<file path="src/sac_cfg.svh">
// constants for the converter control block: offsets, reset values, timing
`ifndef SAC_CFG_SVH
`define SAC_CFG_SVH

// ----------------------------------------------------------------------
// register indices on the plain register port
// ----------------------------------------------------------------------
`define SAC_ADDR_W           3
`define SAC_OFS_CTRL0        3'h0
`define SAC_OFS_PIN_CONFIG   3'h1
`define SAC_OFS_TIMING       3'h2
`define SAC_OFS_RESULT_HIGH  3'h3
`define SAC_OFS_RESULT_LOW   3'h4
`define SAC_OFS_STATUS       3'h5

// ----------------------------------------------------------------------
// reset values and implemented-bit masks
// ----------------------------------------------------------------------
`define SAC_CTRL0_RESET      8'h00
`define SAC_PIN_RESET        8'h0f
`define SAC_TIMING_RESET     8'h00
`define SAC_CTRL0_MASK       8'h8f
`define SAC_PIN_MASK         8'h1f
`define SAC_TIMING_MASK      8'hbf
`define SAC_PIN3_BIT         3
`define SAC_STATUS_FLAG_BIT  0

// ----------------------------------------------------------------------
// timing
// ----------------------------------------------------------------------
`define SAC_CLK_MHZ          125
`define SAC_TCY_NS           32
`define SAC_TCY_CYCLES       ((`SAC_TCY_NS * `SAC_CLK_MHZ) / 1000)
`define SAC_CONV_TADS        11
`define SAC_WAIT_TADS        2
`define SAC_RC_CODE_LOW      2'h3

`endif

</file>
<file path="src/sac_pkg.sv">
// types shared by the converter control block
package sac_pkg;

  typedef enum logic [2:0] {
    ST_SAMPLE,
    ST_RC_DELAY,
    ST_ACQUIRE,
    ST_CONVERT,
    ST_WAIT
  } sac_state_t;

  typedef struct packed {
    logic       pwm_trigger_enable;
    logic [2:0] unused;
    logic [1:0] channel_select;
    logic       go;
    logic       converter_on;
  } sac_ctrl0_t;

  typedef struct packed {
    logic [2:0] unused;
    logic       reference_select;
    logic [3:0] pin_analog_select;
  } sac_pin_config_t;

  typedef struct packed {
    logic       result_justify;
    logic       unused;
    logic [2:0] acquisition_time_select;
    logic [2:0] conversion_clock_select;
  } sac_timing_t;

  typedef struct packed {
    logic       converter_on;
    logic [1:0] channel_select;
    logic       reference_select;
    logic       sample_switch_closed;
    logic [9:0] dac_code;
    logic [3:0] pin_analog;
  } sac_analog_t;

endpackage : sac_pkg

</file>
<file path="src/sac_adc_ctrl.sv">
// control logic of a four-channel 10-bit successive-approximation converter
//
// Contract
// - channel code 0..3 picks analog input 0..3
// - go bit reads 1 while converting, else 0
// - converter_on powers module, resets to 0
// - enabled pwm trigger sets go and converts
// - result_justify 1 right, 0 left justified
// - acquisition code sets 0..20 bit periods
// - clock code picks divider or internal RC
// - RC clock starts one instruction cycle late
// - reference_select picks external reference or supply
// - pin bits 1 analog, reset to 1
// - pin3 bit reads 0 without digital function
// - unimplemented control bits read as 0
// - reset restores control registers, aborts conversion, powers off
// - completion loads result, clears go, flags
// - result pair untouched by reset
// - two bit periods wait after conversion ends
// - programmed acquisition precedes conversion start
// - sampling switch opens when conversion starts
// - clearing go aborts, keeps old result
// - conversion lasts eleven bit periods
`timescale 1ns/1ps
`default_nettype none
`include "sac_cfg.svh"

module sac_adc_ctrl
  import sac_pkg::*;
(
  input  wire logic                   ref_clk_in,
  input  wire logic                   rst_in,
  input  wire logic [`SAC_ADDR_W-1:0] reg_addr_in,
  input  wire logic [7:0]             reg_wdata_in,
  input  wire logic                   reg_write_in,
  input  wire logic                   reg_read_in,
  output logic      [7:0]             reg_rdata_out,
  input  wire logic                   pwm_trigger_in,
  input  wire logic                   comparator_in,
  input  wire logic                   internal_rc_clock_in,
  input  wire logic                   pin3_digital_fn_in,
  output sac_analog_t                 analog_out,
  output logic                        conversion_done_flag_out
);

  // ----------------------------------------------------------------------
  // decoders
  // ----------------------------------------------------------------------
  // terminal count of the oscillator divider, one less than the ratio
  function automatic logic [5:0] div_last(input logic [2:0] code);
    case (code)
      3'h0:    div_last = 6'h01;
      3'h4:    div_last = 6'h03;
      3'h1:    div_last = 6'h07;
      3'h5:    div_last = 6'h0f;
      3'h2:    div_last = 6'h1f;
      3'h6:    div_last = 6'h3f;
      default: div_last = 6'h01;
    endcase
  endfunction : div_last

  // programmed acquisition length in bit periods
  function automatic logic [4:0] acq_tads(input logic [2:0] code);
    case (code)
      3'h7:    acq_tads = 5'h14;
      3'h6:    acq_tads = 5'h10;
      3'h5:    acq_tads = 5'h0c;
      3'h4:    acq_tads = 5'h08;
      3'h3:    acq_tads = 5'h06;
      3'h2:    acq_tads = 5'h04;
      3'h1:    acq_tads = 5'h02;
      default: acq_tads = 5'h00;
    endcase
  endfunction : acq_tads

  // ----------------------------------------------------------------------
  // state
  // ----------------------------------------------------------------------
  sac_ctrl0_t      ctrl0_reg;
  sac_pin_config_t pin_reg;
  sac_timing_t     timing_reg;
  sac_state_t      state_reg;
  sac_state_t      state_next;
  logic [7:0]      result_high_reg;
  logic [7:0]      result_low_reg;
  logic            flag_reg;
  logic [7:0]      rdata_reg;
  logic [5:0]      div_reg;
  logic [4:0]      tad_reg;
  logic [2:0]      tcy_reg;
  logic [9:0]      sar_reg;
  logic [9:0]      mask_reg;
  logic            comp_sync_reg;
  logic            rc_meta_reg;
  logic            rc_sync_reg;
  logic            rc_prev_reg;

  // ----------------------------------------------------------------------
  // pin synchronisers
  // ----------------------------------------------------------------------
  // the rc oscillator is asynchronous, so it takes two stages; the comparator
  // settles from our own dac code within a cycle, and a two-clock bit period
  // leaves room for one sample stage only
  always_ff @(posedge ref_clk_in) begin
    comp_sync_reg <= comparator_in;
    rc_meta_reg   <= internal_rc_clock_in;
    rc_sync_reg   <= rc_meta_reg;
    rc_prev_reg   <= rc_sync_reg;
  end

  // ----------------------------------------------------------------------
  // register port decode
  // ----------------------------------------------------------------------
  wire wr_ctrl0  = reg_write_in && (reg_addr_in == `SAC_OFS_CTRL0);
  wire wr_pin    = reg_write_in && (reg_addr_in == `SAC_OFS_PIN_CONFIG);
  wire wr_timing = reg_write_in && (reg_addr_in == `SAC_OFS_TIMING);
  wire wr_high   = reg_write_in && (reg_addr_in == `SAC_OFS_RESULT_HIGH);
  wire wr_low    = reg_write_in && (reg_addr_in == `SAC_OFS_RESULT_LOW);
  wire wr_status = reg_write_in && (reg_addr_in == `SAC_OFS_STATUS);

  wire sac_ctrl0_t wr_ctrl0_val = sac_ctrl0_t'(reg_wdata_in & `SAC_CTRL0_MASK);

  // ----------------------------------------------------------------------
  // bit-period clock
  // ----------------------------------------------------------------------
  wire rc_selected = (timing_reg.conversion_clock_select[1:0] == `SAC_RC_CODE_LOW);
  wire [5:0] div_end = div_last(timing_reg.conversion_clock_select);
  wire rc_tick  = rc_sync_reg && !rc_prev_reg;
  wire div_tick = (div_reg == div_end);
  wire timed    = (state_reg == ST_ACQUIRE) || (state_reg == ST_CONVERT) ||
                  (state_reg == ST_WAIT);
  wire tad_tick = timed && (rc_selected ? rc_tick : div_tick);

  // ----------------------------------------------------------------------
  // start, abort and completion
  // ----------------------------------------------------------------------
  wire [4:0] acq_len  = acq_tads(timing_reg.acquisition_time_select);
  wire pwm_start      = pwm_trigger_in && ctrl0_reg.pwm_trigger_enable;
  wire sw_go_set      = wr_ctrl0 && wr_ctrl0_val.go;
  wire sw_go_clear    = wr_ctrl0 && !wr_ctrl0_val.go;
  wire on_next        = wr_ctrl0 ? wr_ctrl0_val.converter_on : ctrl0_reg.converter_on;
  wire busy           = (state_reg != ST_SAMPLE) && (state_reg != ST_WAIT);
  wire abort          = busy && (sw_go_clear || !on_next);
  wire conv_last      = (state_reg == ST_CONVERT) && tad_tick &&
                        (tad_reg == 5'(`SAC_CONV_TADS - 1));
  wire conv_done      = conv_last && !abort;
  wire tcy_done       = (tcy_reg == 3'(`SAC_TCY_CYCLES - 1));

  // successive approximation: keep or drop the trial bit, then try the next
  wire [9:0] sar_kept = comp_sync_reg ? sar_reg : (sar_reg & ~mask_reg);
  wire [9:0] result   = sar_kept;

  // ----------------------------------------------------------------------
  // result layout
  // ----------------------------------------------------------------------
  wire [7:0] res_high_fmt = timing_reg.result_justify ? {6'h00, result[9:8]}
                                                      : result[9:2];
  wire [7:0] res_low_fmt  = timing_reg.result_justify ? result[7:0]
                                                      : {result[1:0], 6'h00};

  // ----------------------------------------------------------------------
  // sequencer
  // ----------------------------------------------------------------------
  always_comb begin
    state_next = state_reg;
    case (state_reg)
      ST_SAMPLE: begin
        if (ctrl0_reg.go && ctrl0_reg.converter_on) begin
          if (rc_selected) begin
            state_next = ST_RC_DELAY;
          end else if (acq_len != 5'h00) begin
            state_next = ST_ACQUIRE;
          end else begin
            state_next = ST_CONVERT;
          end
        end
      end
      ST_RC_DELAY: begin
        if (tcy_done) begin
          state_next = (acq_len != 5'h00) ? ST_ACQUIRE : ST_CONVERT;
        end
      end
      ST_ACQUIRE: begin
        if (tad_tick && (tad_reg == acq_len - 5'h01)) begin
          state_next = ST_CONVERT;
        end
      end
      ST_CONVERT: begin
        if (conv_last) begin
          state_next = ST_WAIT;
        end
      end
      ST_WAIT: begin
        if (tad_tick && (tad_reg == 5'(`SAC_WAIT_TADS - 1))) begin
          state_next = ST_SAMPLE;
        end
      end
      default: state_next = ST_SAMPLE;
    endcase
    if (abort) begin
      state_next = on_next ? ST_WAIT : ST_SAMPLE;
    end
  end

  always_ff @(posedge ref_clk_in) begin
    if (rst_in) begin
      state_reg <= ST_SAMPLE;
    end else begin
      state_reg <= state_next;
    end
  end

  // bit-period counting restarts on every change of state
  always_ff @(posedge ref_clk_in) begin
    if (rst_in || (state_next != state_reg)) begin
      div_reg <= 6'h00;
      tad_reg <= 5'h00;
    end else begin
      div_reg <= div_tick ? 6'h00 : div_reg + 6'h01;
      tad_reg <= tad_tick ? tad_reg + 5'h01 : tad_reg;
    end
  end

  // one instruction cycle before an RC-clocked start, room for sleep entry
  always_ff @(posedge ref_clk_in) begin
    if (rst_in || (state_reg != ST_RC_DELAY)) begin
      tcy_reg <= 3'h0;
    end else begin
      tcy_reg <= tcy_reg + 3'h1;
    end
  end

  // ----------------------------------------------------------------------
  // approximation register
  // ----------------------------------------------------------------------
  // the first bit period is setup; bits 9..0 are decided in periods 2..11
  always_ff @(posedge ref_clk_in) begin
    if (rst_in || (state_reg != ST_CONVERT)) begin
      sar_reg  <= 10'h000;
      mask_reg <= 10'h000;
    end else if (tad_tick) begin
      if (tad_reg == 5'h00) begin
        sar_reg  <= 10'h200;
        mask_reg <= 10'h200;
      end else begin
        sar_reg  <= sar_kept | (mask_reg >> 1);
        mask_reg <= mask_reg >> 1;
      end
    end
  end

  // ----------------------------------------------------------------------
  // control registers
  // ----------------------------------------------------------------------
  always_ff @(posedge ref_clk_in) begin
    if (rst_in) begin
      ctrl0_reg  <= sac_ctrl0_t'(`SAC_CTRL0_RESET);
      pin_reg    <= sac_pin_config_t'(`SAC_PIN_RESET);
      timing_reg <= sac_timing_t'(`SAC_TIMING_RESET);
    end else begin
      if (wr_ctrl0) begin
        ctrl0_reg    <= wr_ctrl0_val;
        ctrl0_reg.go <= wr_ctrl0_val.go && wr_ctrl0_val.converter_on;
      end else if (pwm_start && ctrl0_reg.converter_on) begin
        ctrl0_reg.go <= 1'b1;
      end else if (conv_done) begin
        ctrl0_reg.go <= 1'b0;
      end
      if (wr_pin) begin
        pin_reg <= sac_pin_config_t'(reg_wdata_in & `SAC_PIN_MASK);
      end
      if (wr_timing) begin
        timing_reg <= sac_timing_t'(reg_wdata_in & `SAC_TIMING_MASK);
      end
    end
  end

  // ----------------------------------------------------------------------
  // result pair and completion flag
  // ----------------------------------------------------------------------
  // no reset here: the pair keeps whatever it held across any reset
  always_ff @(posedge ref_clk_in) begin
    if (conv_done) begin
      result_high_reg <= res_high_fmt;
      result_low_reg  <= res_low_fmt;
    end else begin
      if (wr_high) begin
        result_high_reg <= reg_wdata_in;
      end
      if (wr_low) begin
        result_low_reg <= reg_wdata_in;
      end
    end
  end

  // a completion in the cycle software clears the flag keeps it set
  always_ff @(posedge ref_clk_in) begin
    if (rst_in) begin
      flag_reg <= 1'b0;
    end else if (conv_done) begin
      flag_reg <= 1'b1;
    end else if (wr_status && !reg_wdata_in[`SAC_STATUS_FLAG_BIT]) begin
      flag_reg <= 1'b0;
    end
  end

  // ----------------------------------------------------------------------
  // read path
  // ----------------------------------------------------------------------
  wire [7:0] pin_view = {pin_reg[7:4],
                         pin_reg.pin_analog_select[`SAC_PIN3_BIT] && pin3_digital_fn_in,
                         pin_reg.pin_analog_select[2:0]};
  wire [7:0] ctrl0_view = ctrl0_reg & `SAC_CTRL0_MASK;

  wire [7:0] rd_mux =
    (reg_addr_in == `SAC_OFS_CTRL0)       ? ctrl0_view :
    (reg_addr_in == `SAC_OFS_PIN_CONFIG)  ? pin_view :
    (reg_addr_in == `SAC_OFS_TIMING)      ? (timing_reg & `SAC_TIMING_MASK) :
    (reg_addr_in == `SAC_OFS_RESULT_HIGH) ? result_high_reg :
    (reg_addr_in == `SAC_OFS_RESULT_LOW)  ? result_low_reg :
    (reg_addr_in == `SAC_OFS_STATUS)      ? {7'h00, flag_reg} : 8'h00;

  // data stands for the single cycle after the read strobe
  always_ff @(posedge ref_clk_in) begin
    if (rst_in) begin
      rdata_reg <= 8'h00;
    end else begin
      rdata_reg <= reg_read_in ? rd_mux : 8'h00;
    end
  end

  // ----------------------------------------------------------------------
  // analog front end controls
  // ----------------------------------------------------------------------
  // the hold capacitor tracks the input only while sampling, in the RC delay or acquiring
  wire sampling = ctrl0_reg.converter_on &&
                  ((state_reg == ST_SAMPLE) || (state_reg == ST_RC_DELAY) ||
                   (state_reg == ST_ACQUIRE));

  always_comb begin
    analog_out.converter_on         = ctrl0_reg.converter_on;
    analog_out.channel_select       = ctrl0_reg.channel_select;
    analog_out.reference_select     = pin_reg.reference_select;
    analog_out.sample_switch_closed = sampling;
    analog_out.dac_code             = sar_reg;
    analog_out.pin_analog           = pin_reg.pin_analog_select;
  end

  assign reg_rdata_out            = rdata_reg;
  assign conversion_done_flag_out = flag_reg;

endmodule : sac_adc_ctrl

`default_nettype wire

</file>
<file path="config.mk">
export PLATFORM = sky130hd
export DESIGN_NAME = sac_adc_ctrl
export DESIGN_NICKNAME = d
export VERILOG_FILES = /design/src/sac_pkg.sv /design/src/sac_adc_ctrl.sv
export VERILOG_INCLUDE_DIRS = /design/src
export SDC_FILE = /design/constraint.sdc
export NUM_CORES = 1
export LEC_CHECK = 0
export BUFFER_PORTS_ARGS = -buffer_cell sky130_fd_sc_hd__buf_2
export CAP_MARGIN = 20
export CORE_ASPECT_RATIO = 0.9
export CORE_MARGIN = 2
export CORE_UTILIZATION = 23
export CTS_CLUSTER_SIZE = 16
export DETAILED_ROUTE_END_ITERATION = 10
export PLACE_DENSITY_LB_ADDON = 0.1
export SYNTH_ARGS = -nofsm -noshare
export SYNTH_HDL_FRONTEND = slang
export SYNTH_SLANG_ARGS = --single-unit
export TNS_END_PERCENT = 5
</file>
<file path="constraint.sdc">
create_clock -name ref_clk_in -period 2.7 [get_ports ref_clk_in]
set_input_delay 0.405 -clock ref_clk_in [delete_from_list [all_inputs] [get_ports ref_clk_in]]
set_output_delay 0.405 -clock ref_clk_in [all_outputs]
set_load 0.01 [all_outputs]
</file>
==> impl_metrics.json <==
{
  "drcViolationCount": 0,
  "utilization_pct": 28.6,
  "holdCritStartpoint": "comparator_in",
  "fp.dieH_um": 130,
  "overflow": 0,
  "synth_edf_count": 16,
  "hold_end": "comp_sync_reg",
  "clk_pin_slew_worst_paths_ns": 0.07,
  "grt_pass1_wl_um": 18300,
  "gp_congestion": 0.814,
  "antenna_cells": 0,
  "clock_latency_ns": 0.35,
  "rsz0062_at_grt": "false",
  "synth.distinct_cells": 55,
  "dp_hpwl_um": 8590,
  "synth_top_area_share_pct": 33.2,
  "crit_type": "reg -> reg",
  "drv_slew": 0,
  "dr.pass1.iters": 4,
  "grt_pass1_vias": 3165,
  "core_um2": 17100,
  "grt_max_degree": 24,
  "ant_nets": 0,
  "r2r-start": "div_reg[2]",
  "yosys_warnings": 0,
  "syn_inst": 465,
  "io-pin-count": 47,
  "outcome": "completed",
  "synth.ff_latch_count": 83,
  "hold_buffers": 0,
  "antenna_found_initial": 0,
  "synth_fp_nets": 492,
  "fin_crit_sh_pct": 93.1,
  "async_reset_ff_share_pct": 0,
  "crit_buf_inv": 1,
  "cts_tree": "yes",
  "slowest_delay_ns": 0.51,
  "critPathSlowestCell": "or4_1",
  "whs_path_depth": 1,
  "drt_iter0_drc": 219,
  "max_slew.worst_pin.slew_ns": 0.681,
  "cp_max_fo": 8,
  "final_hold_viol_count": 0,
  "cp.arrival_ns": 2.74,
  "layout.nets": 536,
  "synth-main-ff-cell": "dfxtp_1",
  "drive_above_1_share_pct": 18.5,
  "setup_viol": 0,
  "postCtsSetupRepairBufs": 0,
  "wl_um": 11600,
  "seq_area_frac_synth_pct": 45.1,
  "place_inst": 732,
  "crit_path_end_kind": "flip-flop",
  "cts-buffers-inserted": 9,
  "synth_area_leaders": "dfxtp_1, edfxtp_1, a21oi_1, nand2_1, nor2_1",
  "cp_top_family": "simple AND/OR/NAND/NOR gates",
  "wl_per_cell_um": 15.5,
  "regToRegSetupSlack_ns": 0.18,
  "path_cells": "nor3b_2, o21bai_1, a311o_1, o31a_1, or4_1, nand4_1, buf_4, nor3_1",
  "vias": 3428,
  "cp-start-kind": "flip-flop",
  "synth_area_per_cell_um2": 8.69,
  "vdd_drop_max_v": 0.000351,
  "skew_ns": 0.00711,
  "worstPathRequired_ns": 2.92,
  "dieArea_um2": 18600,
  "yosysTopAreaCell": "dfxtp_1",
  "grtUsageTotal_pct": 13.0,
  "worst_r2r_endpoint": "div_reg[3]",
  "vias_per_cell": 4.58,
  "syn_area_um2": 4040,
  "maxCapViolCount": 0,
  "slew-limit-headroom_pct": 54.4,
  "cts.path.max_buffers": 2,
  "htree_levels": 3,
  "start_util_pct": 23.7,
  "clock.fmax_mhz": 398,
  "power.density_nw_per_um2": 565,
  "period_needed_ns": 2.52,
  "cts_root_buf": "clkbuf_16",
  "ff2ff_path_depth": 8,
  "clkSinkCount": 83,
  "fp-row-count": 45,
  "place.port_buffers": 46,
  "die_w_um": 144,
  "min_path_type": "in -> reg",
  "stdcell_count": 749,
  "p_leak_nw": 1.74,
  "synthToLayoutAreaGrowth_pct": 20.7
}
## timing repair
item	CTS	global route
endpoints found under the setup margin	4	27
cloned	0	0
resized for setup	1	4
## routing by layer
metal | routed length (um) | global-route usage (%) | share of wire [%]
met1 | 5930 | 18.8 | 51
met2 | 4970 | 19.0 | 43
met3 | 540 | 3.08 | 4.7
met4 | 167 | 4.50 | 1.4
met5 | 0 | 0 | 0
## synth_stat cells (4+ instances only)
cell      number
nand2b_1       9
buf_2          4
o21ai_1       12
nor2b_1        8
buf_4          6
inv_1         16
xnor2_1        7
a211o_1        4
nand4_1        6
o211ai_1       5
a221oi_1       4
dfxtp_1       67
o31a_1         4
a21oi_1       38
o31ai_1        5
nor3_1        15
ha_1           8
mux2i_1       17
nand3_1       26
a31oi_1        5
xor2_1         5
nor4_1         4
nor2_1        46
clkbuf_1      20
nand2_1       50
edfxtp_1      16
o21ai_0       18
## where the power goes
part / total, mW / switching, mW / internal [mW]
clock network: 1.28 / 0.548 / 0.727
logic: 0.174 / 0.104 / 0.0703
registers: 1.31 / 0.0207 / 1.29
## stage by stage
step	hold slack (ns)	cell area (um2)	setup slack (ns)	setup TNS (ns)	power [mW]
floorplan	0.310	4040	0.270	0	1.44
global placement	0.313	4550	0.140	0	1.51
detailed placement	0.317	4550	-0.0119	-0.0473	1.51
CTS	0.142	4860	0.0569	0	2.80
global route	0.146	4880	0.00247	0	2.87
finish	0.154	4880	0.185	0	2.76
## placed cells by master (no fill, tap or decap), types with 3 or more instances in the layout
cell       synthesis  final
buf_2              4     48
nor2_1            46     46
clkinv_4           0      4
nand4_1            6      6
nand3_1           26     25
o31a_1             4      4
nand2_1           50     50
inv_1             16     16
a22o_1             3      3
nand2b_1           9      9
clkbuf_16          0      9
nor2b_1            8      8
xnor2_1            7      7
edfxtp_1          16     16
a21oi_1           38     38
o21ai_0           18     18
a21boi_0           3      3
a211o_1            4      4
ha_1               8      8
o21ai_1           12     12
mux2i_1           17     17
xor2_1             5      5
o211ai_1           5      5
buf_4              6     17
a221oi_1           4      4
a31oi_1            5      5
nor3_1            15     15
dfxtp_1           67     65
nor4_1             4      4
o31ai_1            5      4
## how the worst max path moves through the flow
stage               slack, ns  depth (start not counted)                  to           start
global placement         0.14                          6  result_high_reg[6]      div_reg[2]
global route            0.002                          7  result_high_reg[6]      div_reg[2]
finish                   0.18                          8          div_reg[3]      div_reg[2]
floorplan                0.27                          7  result_high_reg[0]  reg_addr_in[2]
detailed placement      -0.01                          7  result_high_reg[7]   timing_reg[1]
CTS                      0.06                          7  result_high_reg[7]   timing_reg[1]
## cell type report
cell class | count | area (um2)
multi-input cells | 333 | 2020
fillers | 1852 | 12200
clock inverters | 6 | 73.8
well taps | 235 | 294
inverters | 16 | 60.1
flip-flops and latches | 83 | 1820
clock buffers | 10 | 229
repair buffers | 66 | 379
## kinds of logic after synthesis
group           count (synthesis)  share of synthesized area (%)
mux                            21                           5.88
xor+xnor                       12                           2.60
compound gates                113                           17.4
simple gates                  179                           21.3
flops                          83                           45.1
buf+inv                        49                           5.26
fa+ha+maj                       8                           2.48
(Power assumes the default switching activity.)
